===== config.mk =====
export PLATFORM = sky130hd
export DESIGN_NAME = mdx_unit
export DESIGN_NICKNAME = d
export VERILOG_FILES = /design/src/verilog/mdx_pkg.sv /design/src/verilog/mdx_half_alu.sv /design/src/verilog/mdx_cycle_timer.sv /design/src/verilog/mdx_unit.sv
export SDC_FILE = /design/constraint.sdc
export NUM_CORES = 1
export LEC_CHECK = 0
export BUFFER_PORTS_ARGS = -buffer_cell sky130_fd_sc_hd__buf_2
export CORE_MARGIN = 2
export CORE_UTILIZATION = 56
export CTS_BUF_LIST = sky130_fd_sc_hd__clkbuf_16
export DETAILED_ROUTE_END_ITERATION = 10
export PLACE_DENSITY = 0.92
export SYNTH_ARGS = -nofsm -noshare
export SYNTH_HDL_FRONTEND = slang
export SYNTH_SLANG_ARGS = --single-unit

===== constraint.sdc =====
create_clock -name clk -period 3.1 [get_ports clk]
set_clock_uncertainty 0.2 [all_clocks]
set_input_delay 0.62 -clock clk [delete_from_list [all_inputs] [get_ports clk]]
set_output_delay 0.62 -clock clk [all_outputs]
set_load 0.01 [all_outputs]

===== src/verilog/mdx_pkg.sv =====
// Package with constants, types and carriers for the deposit and swap unit.
package mdx_pkg;

  // ----------------------------------------------------------------------
  // Word layout
  // ----------------------------------------------------------------------
  // A word is a left and a right half of sixteen positions each.
  localparam int HALF_W = 16;
  localparam int NUM_HALVES = 2;
  localparam int WORD_W = HALF_W * NUM_HALVES;
  localparam int HALF_LEFT = 1;
  localparam int HALF_RIGHT = 0;
  localparam int OPC_W = 8;
  localparam int IDX_W = 3;
  localparam int ADDR_W = 16;
  localparam logic [IDX_W-1:0] IDX_NONE = 3'h0;

  // ----------------------------------------------------------------------
  // Operation codes
  // ----------------------------------------------------------------------
  // Octal 360, 350 and 030 written in hexadecimal.
  localparam logic [OPC_W-1:0] OPC_MASKED_DEPOSIT = 8'hf0;
  localparam logic [OPC_W-1:0] OPC_SWAP = 8'he8;
  localparam logic [OPC_W-1:0] OPC_MASK_LOAD = 8'h18;

  // ----------------------------------------------------------------------
  // Timing
  // ----------------------------------------------------------------------
  localparam int CLK_PERIOD_NS = 100;
  localparam int DEPOSIT_TIME_US = 18;
  localparam int SWAP_TIME_US = 18;
  localparam int MASK_LOAD_TIME_US = 12;
  localparam int TIMER_W = 8;
  // Least times, rounded up to whole clock cycles.
  localparam logic [TIMER_W-1:0] DEPOSIT_CYC =
    TIMER_W'((DEPOSIT_TIME_US * 1000 + CLK_PERIOD_NS - 1) / CLK_PERIOD_NS);
  localparam logic [TIMER_W-1:0] SWAP_CYC =
    TIMER_W'((SWAP_TIME_US * 1000 + CLK_PERIOD_NS - 1) / CLK_PERIOD_NS);
  localparam logic [TIMER_W-1:0] MASK_LOAD_CYC =
    TIMER_W'((MASK_LOAD_TIME_US * 1000 + CLK_PERIOD_NS - 1) / CLK_PERIOD_NS);
  localparam logic [TIMER_W-1:0] TIMER_LAST = 8'h01;

  // ----------------------------------------------------------------------
  // Reset values
  // ----------------------------------------------------------------------
  localparam logic [WORD_W-1:0] WORD_RESET = 32'h0000_0000;
  localparam logic [ADDR_W-1:0] ADDR_RESET = 16'h0000;

  // ----------------------------------------------------------------------
  // Types
  // ----------------------------------------------------------------------
  typedef logic [NUM_HALVES-1:0][HALF_W-1:0] mdx_word_t;

  typedef enum logic [1:0] {
    MDX_ALU_PASS_X = 2'h0,
    MDX_ALU_COMP_X = 2'h1,
    MDX_ALU_AND = 2'h2,
    MDX_ALU_PASS_Z = 2'h3
  } mdx_alu_op_t;

  typedef enum logic [1:0] {
    MDX_KIND_DEPOSIT = 2'h0,
    MDX_KIND_SWAP = 2'h1,
    MDX_KIND_MASK_LOAD = 2'h2
  } mdx_kind_t;

  typedef enum logic [11:0] {
    MDX_IDLE = 12'h001,
    MDX_READ = 12'h002,
    MDX_DEP_COMP1 = 12'h004,
    MDX_DEP_MASK = 12'h008,
    MDX_DEP_AND1 = 12'h010,
    MDX_DEP_OR = 12'h020,
    MDX_DEP_AND2 = 12'h040,
    MDX_SWAP_STORE = 12'h080,
    MDX_WRITE = 12'h100,
    MDX_SWAP_ADD = 12'h200,
    MDX_MASK_SET = 12'h400,
    MDX_HOLD = 12'h800
  } mdx_state_t;

  // Instruction handed over by the sequencer.
  typedef struct packed {
    logic [OPC_W-1:0] opcode;
    logic [IDX_W-1:0] idx_sel;
    logic [HALF_W-1:0] idx_val;
    logic [ADDR_W-1:0] addr;
  } mdx_instr_t;

  // Request to core memory.
  typedef struct packed {
    logic req;
    logic we;
    logic [ADDR_W-1:0] addr;
    mdx_word_t wdata;
  } mdx_mem_req_t;

endpackage


===== src/verilog/mdx_half_alu.sv =====
// Bitwise logic unit for one half-word of the accumulator path.
`timescale 1ns/1ps
module mdx_half_alu (
  input wire mdx_pkg::mdx_alu_op_t op, // Operation to apply.
  input wire logic [15:0] x, // Accumulator half.
  input wire logic [15:0] z, // Operand register half.
  output logic [15:0] y // Result half.
);

  // ----------------------------------------------------------------------
  // Bitwise operations
  // ----------------------------------------------------------------------
  // Every position is handled on its own; nothing carries across.
  always_comb begin
    case (op)
      mdx_pkg::MDX_ALU_PASS_X: y = x;
      mdx_pkg::MDX_ALU_COMP_X: y = ~x;
      mdx_pkg::MDX_ALU_AND: y = x & z;
      mdx_pkg::MDX_ALU_PASS_Z: y = z;
      default: y = x;
    endcase
  end

endmodule // mdx_half_alu


===== src/verilog/mdx_cycle_timer.sv =====
// Down counter that sets the total length of an instruction.
`timescale 1ns/1ps
module mdx_cycle_timer (
  input wire logic clk, // Machine clock.
  input wire logic rst_b, // Asynchronous reset, active low.
  input wire logic ce, // Clock enable; low freezes the count.
  input wire logic load, // Load the count.
  input wire logic [mdx_pkg::TIMER_W-1:0] load_val, // Cycles to run.
  output logic expired // Last counted cycle reached.
);

  typedef struct packed {
    logic [mdx_pkg::TIMER_W-1:0] cnt;
  } mdx_timer_t;

  mdx_timer_t r;
  mdx_timer_t next_r;

  // ----------------------------------------------------------------------
  // Count
  // ----------------------------------------------------------------------
  // Counts down to zero and stays there until loaded again.
  always_comb begin
    next_r = r;
    if (load) begin
      next_r.cnt = load_val;
    end else if (r.cnt != '0) begin
      next_r.cnt = r.cnt - 8'h01;
    end
  end

  // State register.
  always_ff @(posedge clk or negedge rst_b) begin
    if (!rst_b) begin
      r <= '0;
    end else if (ce) begin
      r <= next_r;
    end
  end

  // A slow memory that overruns the count ends the wait at once.
  assign expired = (r.cnt <= mdx_pkg::TIMER_LAST);

endmodule // mdx_cycle_timer


===== src/verilog/mdx_unit.sv =====
// Masked deposit, swap and mask load datapath with its step sequencer.
`timescale 1ns/1ps
module mdx_unit (
  input wire logic clk, // Machine clock, 10 MHz.
  input wire logic rst_b, // Asynchronous reset, active low.
  input wire logic ce, // Clock enable; low freezes all state.
  input wire logic start, // Begin an instruction, one-cycle pulse.
  input wire mdx_pkg::mdx_instr_t instr, // Instruction fields.
  input wire logic acc_wr, // Load accumulators while idle.
  input wire mdx_pkg::mdx_word_t acc_in, // Value for acc_wr.
  input wire logic mem_ack, // Memory finished the request.
  input wire mdx_pkg::mdx_word_t mem_rdata, // Read data, valid with ack.
  output logic busy, // Instruction in progress.
  output logic done, // Instruction complete, one-cycle pulse.
  output logic reject, // Start refused, one-cycle pulse.
  output mdx_pkg::mdx_word_t acc, // Accumulators.
  output mdx_pkg::mdx_word_t mask, // Mask register.
  output mdx_pkg::mdx_mem_req_t mem // Memory request bundle.
);

  // ----------------------------------------------------------------------
  // State
  // ----------------------------------------------------------------------
  typedef struct packed {
    mdx_pkg::mdx_state_t st;
    mdx_pkg::mdx_kind_t kind;
    mdx_pkg::mdx_word_t acc;
    mdx_pkg::mdx_word_t a;
    mdx_pkg::mdx_word_t b;
    mdx_pkg::mdx_word_t mbr;
    logic [mdx_pkg::ADDR_W-1:0] ea;
    logic req;
    logic we;
    logic busy;
    logic done;
    logic reject;
  } mdx_core_t;

  mdx_core_t r;
  mdx_core_t next_r;

  mdx_pkg::mdx_alu_op_t acc_op;
  mdx_pkg::mdx_word_t acc_alu;
  logic known_op;
  logic [mdx_pkg::TIMER_W-1:0] run_cyc;
  mdx_pkg::mdx_kind_t start_kind;
  logic timer_load;
  logic timer_expired;

  // ----------------------------------------------------------------------
  // Decode
  // ----------------------------------------------------------------------
  // Maps the operation code onto a kind and its total run length.
  always_comb begin
    known_op = 1'b1;
    start_kind = mdx_pkg::MDX_KIND_DEPOSIT;
    run_cyc = mdx_pkg::DEPOSIT_CYC;
    case (instr.opcode)
      mdx_pkg::OPC_MASKED_DEPOSIT: begin
        start_kind = mdx_pkg::MDX_KIND_DEPOSIT;
        run_cyc = mdx_pkg::DEPOSIT_CYC;
      end
      mdx_pkg::OPC_SWAP: begin
        start_kind = mdx_pkg::MDX_KIND_SWAP;
        run_cyc = mdx_pkg::SWAP_CYC;
      end
      mdx_pkg::OPC_MASK_LOAD: begin
        start_kind = mdx_pkg::MDX_KIND_MASK_LOAD;
        run_cyc = mdx_pkg::MASK_LOAD_CYC;
      end
      default: begin
        known_op = 1'b0;
      end
    endcase
  end

  // The timer starts on the same edge that accepts the instruction.
  assign timer_load = start && known_op && (r.st == mdx_pkg::MDX_IDLE);

  // ----------------------------------------------------------------------
  // Accumulator logic
  // ----------------------------------------------------------------------
  // Chooses the operation the accumulators take in the current step.
  always_comb begin
    case (r.st)
      mdx_pkg::MDX_DEP_COMP1: acc_op = mdx_pkg::MDX_ALU_COMP_X;
      mdx_pkg::MDX_DEP_AND1: acc_op = mdx_pkg::MDX_ALU_AND;
      mdx_pkg::MDX_DEP_OR: acc_op = mdx_pkg::MDX_ALU_COMP_X;
      mdx_pkg::MDX_DEP_AND2: acc_op = mdx_pkg::MDX_ALU_AND;
      mdx_pkg::MDX_SWAP_ADD: acc_op = mdx_pkg::MDX_ALU_PASS_Z;
      default: acc_op = mdx_pkg::MDX_ALU_PASS_X;
    endcase
  end

  // One logic unit per half-word; the halves never interact.
  for (genvar h = 0; h < mdx_pkg::NUM_HALVES; h++) begin : g_half
    mdx_half_alu u_alu (
      .op(acc_op),
      .x(r.acc[h]),
      .z(r.a[h]),
      .y(acc_alu[h])
    );
  end

  // Sets the total length of each instruction.
  mdx_cycle_timer u_timer (
    .clk(clk),
    .rst_b(rst_b),
    .ce(ce),
    .load(timer_load),
    .load_val(run_cyc),
    .expired(timer_expired)
  );

  // ----------------------------------------------------------------------
  // Step sequencer
  // ----------------------------------------------------------------------
  // Walks each instruction through its memory and register steps.
  always_comb begin
    next_r = r;
    next_r.done = 1'b0;
    next_r.reject = 1'b0;
    next_r.acc = acc_alu;
    case (r.st)
      mdx_pkg::MDX_IDLE: begin
        if (acc_wr) begin
          next_r.acc = acc_in;
        end
        if (start && known_op) begin
          next_r.kind = start_kind;
          // Index modification happens before the read is issued.
          if (instr.idx_sel != mdx_pkg::IDX_NONE) begin
            next_r.ea = instr.addr + instr.idx_val;
          end else begin
            next_r.ea = instr.addr;
          end
          next_r.req = 1'b1;
          next_r.we = 1'b0;
          next_r.busy = 1'b1;
          next_r.st = mdx_pkg::MDX_READ;
        end else if (start) begin
          next_r.reject = 1'b1;
        end
      end
      mdx_pkg::MDX_READ: begin
        if (mem_ack) begin
          next_r.req = 1'b0;
          next_r.mbr = mem_rdata;
          case (r.kind)
            mdx_pkg::MDX_KIND_DEPOSIT: begin
              next_r.st = mdx_pkg::MDX_DEP_COMP1;
            end
            mdx_pkg::MDX_KIND_SWAP: begin
              // The memory word goes to the operand registers first.
              next_r.a = mem_rdata;
              next_r.st = mdx_pkg::MDX_SWAP_STORE;
            end
            default: begin
              next_r.st = mdx_pkg::MDX_MASK_SET;
            end
          endcase
        end
      end
      mdx_pkg::MDX_DEP_COMP1: begin
        next_r.st = mdx_pkg::MDX_DEP_MASK;
      end
      mdx_pkg::MDX_DEP_MASK: begin
        // A normal transfer: the mask replaces the operand registers.
        next_r.a = r.b;
        next_r.st = mdx_pkg::MDX_DEP_AND1;
      end
      mdx_pkg::MDX_DEP_AND1: begin
        next_r.st = mdx_pkg::MDX_DEP_OR;
      end
      mdx_pkg::MDX_DEP_OR: begin
        // Operand registers are not cleared, so the transfer is an OR.
        next_r.a = r.a | r.mbr;
        next_r.st = mdx_pkg::MDX_DEP_AND2;
      end
      mdx_pkg::MDX_DEP_AND2: begin
        // Masked positions carry the accumulator, the rest memory.
        next_r.mbr = acc_alu;
        next_r.req = 1'b1;
        next_r.we = 1'b1;
        next_r.st = mdx_pkg::MDX_WRITE;
      end
      mdx_pkg::MDX_SWAP_STORE: begin
        // Accumulators pass through the buffer into the word just read.
        next_r.mbr = r.acc;
        next_r.req = 1'b1;
        next_r.we = 1'b1;
        next_r.st = mdx_pkg::MDX_WRITE;
      end
      mdx_pkg::MDX_WRITE: begin
        if (mem_ack) begin
          next_r.req = 1'b0;
          next_r.we = 1'b0;
          if (r.kind == mdx_pkg::MDX_KIND_SWAP) begin
            next_r.st = mdx_pkg::MDX_SWAP_ADD;
          end else begin
            next_r.st = mdx_pkg::MDX_HOLD;
          end
        end
      end
      mdx_pkg::MDX_SWAP_ADD: begin
        next_r.st = mdx_pkg::MDX_HOLD;
      end
      mdx_pkg::MDX_MASK_SET: begin
        next_r.b = r.mbr;
        next_r.st = mdx_pkg::MDX_HOLD;
      end
      mdx_pkg::MDX_HOLD: begin
        // Completion waits for the full documented run length.
        if (timer_expired) begin
          next_r.busy = 1'b0;
          next_r.done = 1'b1;
          next_r.st = mdx_pkg::MDX_IDLE;
        end
      end
      default: begin
        next_r.req = 1'b0;
        next_r.we = 1'b0;
        next_r.busy = 1'b0;
        next_r.st = mdx_pkg::MDX_IDLE;
      end
    endcase
    // A start that arrives while busy is refused.
    if (start && (r.st != mdx_pkg::MDX_IDLE)) begin
      next_r.reject = 1'b1;
    end
  end

  // ----------------------------------------------------------------------
  // State register
  // ----------------------------------------------------------------------
  // All state holds while the clock enable is low.
  always_ff @(posedge clk or negedge rst_b) begin
    if (!rst_b) begin
      r.st <= mdx_pkg::MDX_IDLE;
      r.kind <= mdx_pkg::MDX_KIND_DEPOSIT;
      r.acc <= mdx_pkg::WORD_RESET;
      r.a <= mdx_pkg::WORD_RESET;
      r.b <= mdx_pkg::WORD_RESET;
      r.mbr <= mdx_pkg::WORD_RESET;
      r.ea <= mdx_pkg::ADDR_RESET;
      r.req <= 1'b0;
      r.we <= 1'b0;
      r.busy <= 1'b0;
      r.done <= 1'b0;
      r.reject <= 1'b0;
    end else if (ce) begin
      r <= next_r;
    end
  end

  // ----------------------------------------------------------------------
  // Outputs
  // ----------------------------------------------------------------------
  // Every output is a field of the state register.
  assign busy = r.busy;
  assign done = r.done;
  assign reject = r.reject;
  assign acc = r.acc;
  assign mask = r.b;
  assign mem.req = r.req;
  assign mem.we = r.we;
  assign mem.addr = r.ea;
  assign mem.wdata = r.mbr;

endmodule // mdx_unit


# Yosys cells after proc, flatten, opt, wreduce, memory -nomap -nowiden
# Index checks and enable logic that the tools add are counted.
# W data, S select, Z words.
op_classes:
  n_addsub: 2
  order_cmp: 1
  eq_ne: 25
  n_mux: 35
  n_bitwise: 8
  reduce_logical: 27
op_table:
  columns: ["operator", "n"]
  rows:
  - ["$pmux W32 S3", 2]
  - ["$mux W32", 5]
  - ["$pmux W16 S4", 2]
  - ["$pmux W12 S10", 1]
  - ["$mux W12", 4]
  - ["$and A16 B16 Y16", 2]
  - ["$not A16 Y16", 2]
  - ["$or A32 B32 Y32", 1]
  - ["$mux W8", 3]
  - ["$pmux W11 S2", 1]
  - ["$add A16 B16 Y16", 1]
  - ["$eq A8 B8 Y1 const B", 2]
  - ["$mux W16", 1]
  - ["$mux W14", 1]
  - ["$eq A12 B1 Y1 const B", 1]
  - ["$eq A12 B10 Y1 const B", 1]
  - ["$eq A12 B11 Y1 const B", 1]
  - ["$eq A12 B12 Y1 const B", 1]
  - ["$eq A12 B2 Y1 const B", 1]
  - ["$eq A12 B3 Y1 const B", 1]
  - ["$eq A12 B4 Y1 const B", 1]
  - ["$eq A12 B5 Y1 const B", 1]
  - ["$eq A12 B6 Y1 const B", 1]
  - ["$eq A12 B7 Y1 const B", 1]
  - ["other kinds (33)", 60]
totals:
  regBits: 171
  wordCells: 115

# Logic depth before layout (Yosys ltp)
logic_depth:
  ltp_word: 7
  depth_mapped: 11
  ltp_nobuf: 10

# Modules after synthesis
# Synthesis repeated with hierarchy kept, for this count alone.
unflattened:
  hier_cells: 1255
  hier_area_um2: 10822.9
by_module_without_submodules:
  columns: ["module", "n_inst", "cells_per_inst", "area_each_um2"]
  rows:
  - ["mdx_unit", 1, 1079, 9452.8]
  - ["mdx_half_alu", 2, 55, 395.4]
  - ["mdx_cycle_timer", 1, 66, 579.3]

# Worst setup path before layout
# Ideal clock, no wire load.
synth_timing:
  kind: "input -> register"
  from: "in instr[0] in the netlist's numbering"
  to: "reg r, in the netlist mem[46]"
  arrival_time_ns: 2.487
  setup_slack_ns: 0.325
  cell_stages: 10
  path_cell_list: "ha_1 -> inv_1 -> fa_1 -> nor2b_1 -> o31a_1 -> o31ai_1 -> a21oi_1 -> o21ai_0 -> or3b_2 -> a41oi_1"
synth_via:
  elab_chain_len: 2
synth_rtl:
  columns: ["item", "line_no", "rtl"]
  rows:
  - ["from (decl)", "mdx_unit.sv:8", "input wire mdx_pkg::mdx_instr_t instr,"]
  - ["$add A16 B16 Y16", "mdx_unit.sv:133", "next_r.ea = instr.addr + instr.idx_val;"]
  - ["$mux W16", "mdx_unit.sv:132", "if (instr.idx_sel != mdx_pkg::IDX_NONE) begin"]
  - ["to (signal assigned)", "mdx_unit.sv:252", "r <= next_r;"]
  - ["to (decl)", "mdx_unit.sv:39", "mdx_core_t r;"]
# No other way between the ends.
# A chain may end at the register's enable or synchronous reset.

# Worst setup path after layout
layout_timing:
  from: "reg r[156] in the netlist's numbering"
  to: "reg acc[16] (netlist name)"
layout_via:
  elab_chain_len: 7
layout_rtl:
  columns: ["item", "line_no", "rtl"]
  rows:
  - ["$eq A12 B7 Y1, or another cell as far along", "mdx_unit.sv:85", "case (r.st)"]
  - ["$reduce_or A2 Y1 (no source line)", null, null]
  - ["$pmux W2 S3", "mdx_unit.sv:85", null]
  - ["$eq A2 B2 Y1, or another cell as far along", "mdx_half_alu.sv:15", "case (op)"]
  - ["$pmux W16 S4", "mdx_half_alu.sv:15", null]
  - ["$mux W32", "mdx_unit.sv:126", "if (acc_wr) begin"]
  - ["$mux W32 (*)", "mdx_unit.sv:124", "case (r.st)"]
# Mark *: on every way between the ends. The rest lies on a longest branch, timed or not.

==> reports/qor.txt <==
adder-cell share of the synthesized area: 2.18%
final count of pins violating max slew: 0
CTS tree: built
data arrival time of the critical path: 3.07 ns
vias in the first global route: 9641
worst path buffer plus inverter count: 0
number of hold violations in the final report: 0
clock tree buffer depth: 2
met1 track utilization from global routing: 36.9%
tightest hold margin: 0.202 ns
Total Nets Final: 1459
netlist area before placement: 0.0107 mm²
sequential-to-total area share from yosys stat: 40.1%
Power Dens Cells: 658 mW/mm²
finished layout cell area: 0.0119 mm²
area post-placement: 0.0113 mm²
count of antenna-violating nets left after detailed routing: 0
element type at the critical path start: flip-flop
critical path's slowest cell: or4b_1
post-route setup TNS: 0 ns
antenna violations before repair: 4
Top Family by Delay on Critical Path: simple AND/OR/NAND/NOR gates
clock slew at reported path FFs: 0.07 ns
total of max-cap violations: 0
post-route fraction of the period consumed by the critical path: 95.5%
synthesized net count: 1361
Filler Cells Inserted: 1500
final critical delay including setup and external delays: 2.96 ns
DRC violation total after the first TritonRoute iteration: 907
# IOs: 230
outcome: finished, final reports clean
final weighted congestion of routability-driven global placement: 0.881
Die Y-Extent: 142 µm
area of the core: 0.0187 mm²
startpoint-to-endpoint class of the critical path: flip-flop to flip-flop
die area: 0.0202 mm²
synthesized-area fraction occupied by and/or/nand/nor cells: 16.7%
H-tree Lvls: 4
fraction of the mapped netlist area in compound gates: 22.7%
Yosys reg bits: 171
most instantiated flip-flop cell in the synthesis netlist: dfrtp_1
number of distinct library cell variants in the gate-level netlist after synthesis: 62
Initial Util: 57.0%
cells along the critical path: nor4_4 > nand3_1 > or4b_1 > o21ai_1 > nor2_4 > o21ai_0 > o21ai_1
clock latency at the later pin of the worst-skew pair: 0.44 ns
Highest Clock Rate: 338 MHz
static power due to leakage: 5.79 nW
GR peak layer: met2
global-route wire length before repair: 48.1 mm
quantity of I/O buffers inserted on ports: 229
largest fanout on the critical path: 32
post-synthesis to final-layout area growth: 11.3%
total half-perimeter wirelength after legalization and detailed placement: 20.3 mm
largest family of logic cells by synthesized area: compound AO/OA/AOI/OAI gates
met3 Track Usage GR: 8.61%
min-delay worst type: primary input to flip-flop
worst setup slack after layout: 0.138 ns
DRT Wirelength: 30.4 mm
Detailed Routing Iterations Pass 1: 7
number of buffers inserted during clock tree synthesis: 17
Die Width: 142 µm
synthesized area per cell: 8.67 µm²
setup repair after global routing missed its margin: false
Remaining DRCs: 0
Synthesis Warnings: 0
worst slew pin tran: 1.12 ns
Max transition margin: 25.2%
fraction of final layout cells with drive strength greater than 1: 28.2%
worst endpoint required time: 3.21 ns
clock tree root driver cell: clkbuf_16
worst vdd ir: 0.390 mV
global-route congestion overflow total: 0
mux contribution to synthesized area: 5.08%
WL/cell: 19.3 µm
routing usage on met2: 49.2%
GR Util All Layers: 30.1%
Critical Path Max Stage Delay: 0.63 ns
via-per-instance ratio: 6.25
# setup viols final: 0
Most common cell on crit path: o21ai_1
xor/xnor share of the synthesized area: 1.31%
fraction of registers with async set or reset after synthesis: 100%
number of clock sinks seen by CTS: 171
via count: 9841
Post-CTS Resized: 0
maximum number of pins on one net before global-route repair: 58
crit path capture type: flip-flop
number of enable flip-flop cells after synthesis: 0
post-synthesis instance total: 1230
worst slack after detailed placement: -0.0246 ns
# rows: 50
## area by class of cell
type	instances	area, µm²	share of cell area [%]
multi-input cells	856	5210	43.9
flip-flops and latches	171	4280	36.1
repair buffers	267	1520	12.8
clock buffers	17	425	3.58
well taps	234	293	2.47
clock inverters	12	87.6	0.738
inverters	15	56.3	0.474
diodes	2	5.00	0.0422
## kinds of logic (layout without fill, tap and decap cells)
family          after synthesis  in the layout
compound gates              387            387
fa+ha+maj                    18             18
buf+inv                     203            311
xor+xnor                     16             16
mux                          49             49
simple gates                386            386
flops                       171            171
other cells                   0              2
## where the power goes
group / total, mW / switching (mW) / leakage (nW) / internal (mW)
registers: 3.48 / 0.667 / 2.24 / 2.81
logic: 2.39 / 1.32 / 3.29 / 1.07
clock network: 1.95 / 0.874 / 0.255 / 1.07
## state kept, by name, indices dropped and copies added, names as in the netlist
name       count
busy           1
r             46
done           1
mem           50
u_timer.r      8
reject         1
acc           32
mask          32
## worst reg2reg max path: cells and delay by family, from the launching register on
family	cells	cell delay, ns
simple gates	4	1.52
compound gates	3	0.60
flops	1	0.53
## final timing paths
| check | startpoint | end | slack [ns] | depth (start not counted) |
|---|---|---|---|---|
| worst max-delay path | r[156]$_DFFE_PN0P_ | acc[16]$_DFFE_PN0P_ | 0.14 | 7 |
| worst min-delay path | acc_in[13] | acc[13]$_DFFE_PN0P_ | 0.20 | 3 |
| worst max register to register | r[156]$_DFFE_PN0P_ | acc[16]$_DFFE_PN0P_ | 0.14 | 7 |
| worst min register to register | mem[36]$_DFFE_PN0P_ | mem[36]$_DFFE_PN0P_ | 0.27 | 2 |
| max in group asynchronous | rst_b | r[151]$_DFFE_PN1P_ | 1.48 | 3 |
| min in group asynchronous | rst_b | mem[22]$_DFFE_PN0P_ | 0.49 | 2 |
## through the flow
| step | instances | total power [mW] | utilization [%] |
|---|---|---|---|
| floorplan | 1230 | 5.32 | - |
| global placement | 1541 | 5.72 | 60.6 |
| detailed placement | 1541 | 5.85 | 60.6 |
| CTS | 1571 | 7.78 | 63.4 |
| global route | 1572 | 8.27 | 63.4 |
| finish | 1574 | 7.81 | 63.5 |
## metal layers
metal / up-vias / part of all wire (%)
met5: - / 0.11
met3: 122 / 11
met4: 4 / 3.6
li1: 4438 / -
met1: 4640 / 38
met2: 637 / 47
## cells in the mapped netlist, drive strengths merged, types with 2 or more instances
master,instances,area (µm²)
a41oi,5,43.8
or2,3,18.8
dfrtp,170,4250
a211oi,5,37.5
a21oi,83,524
o211ai,6,45.0
and3,5,31.3
buf,137,1030
nor4,7,71.3
clkbuf,51,191
o31a,2,17.5
nand3,20,100
and4,2,17.5
nor2,162,611
nand4,8,50.1
nor3,15,80.1
nor2b,34,213
ha,17,213
a21o,35,263
xnor2,7,61.3
o31ai,4,30.0
nor4b,4,41.3
xor2,9,78.8
mux2,41,462
a221oi,32,280
nand2b,5,31.3
o21ai,160,801
o21a,6,45.0
and4b,2,20.0
o22ai,4,25.0
nand2,107,402
inv,15,56.3
a211o,4,35.0
a31oi,35,219
or3,3,18.8
a21boi,3,26.3
mux2i,8,80.1
or4,3,26.3
nor3b,2,15.0
## placed cells by master, fill, tap and decap left out, types with 9 or more instances in the layout
master,Yosys,routed
buf_2,10,228
ha_1,17,17
o21ai_0,70,70
o21ai_1,90,90
nor2_1,161,157
mux2_2,35,35
a21o_1,35,35
inv_1,15,17
nor3_1,14,14
a221oi_1,32,32
xor2_1,9,9
a21oi_1,54,54
nand2_1,107,107
a21oi_2,29,29
a31oi_1,35,35
buf_4,119,31
nand3_1,20,19
dfrtp_1,170,170
clkbuf_16,0,17
nor2b_1,34,34
## repair_timing
item / CTS / global route
endpoints found under the hold margin: 43 / 0
buffers inserted: 0 / 1
hold buffers: 1 / 0
setup endpoints to repair: 0 / 3
(Power assumes the default switching activity.)
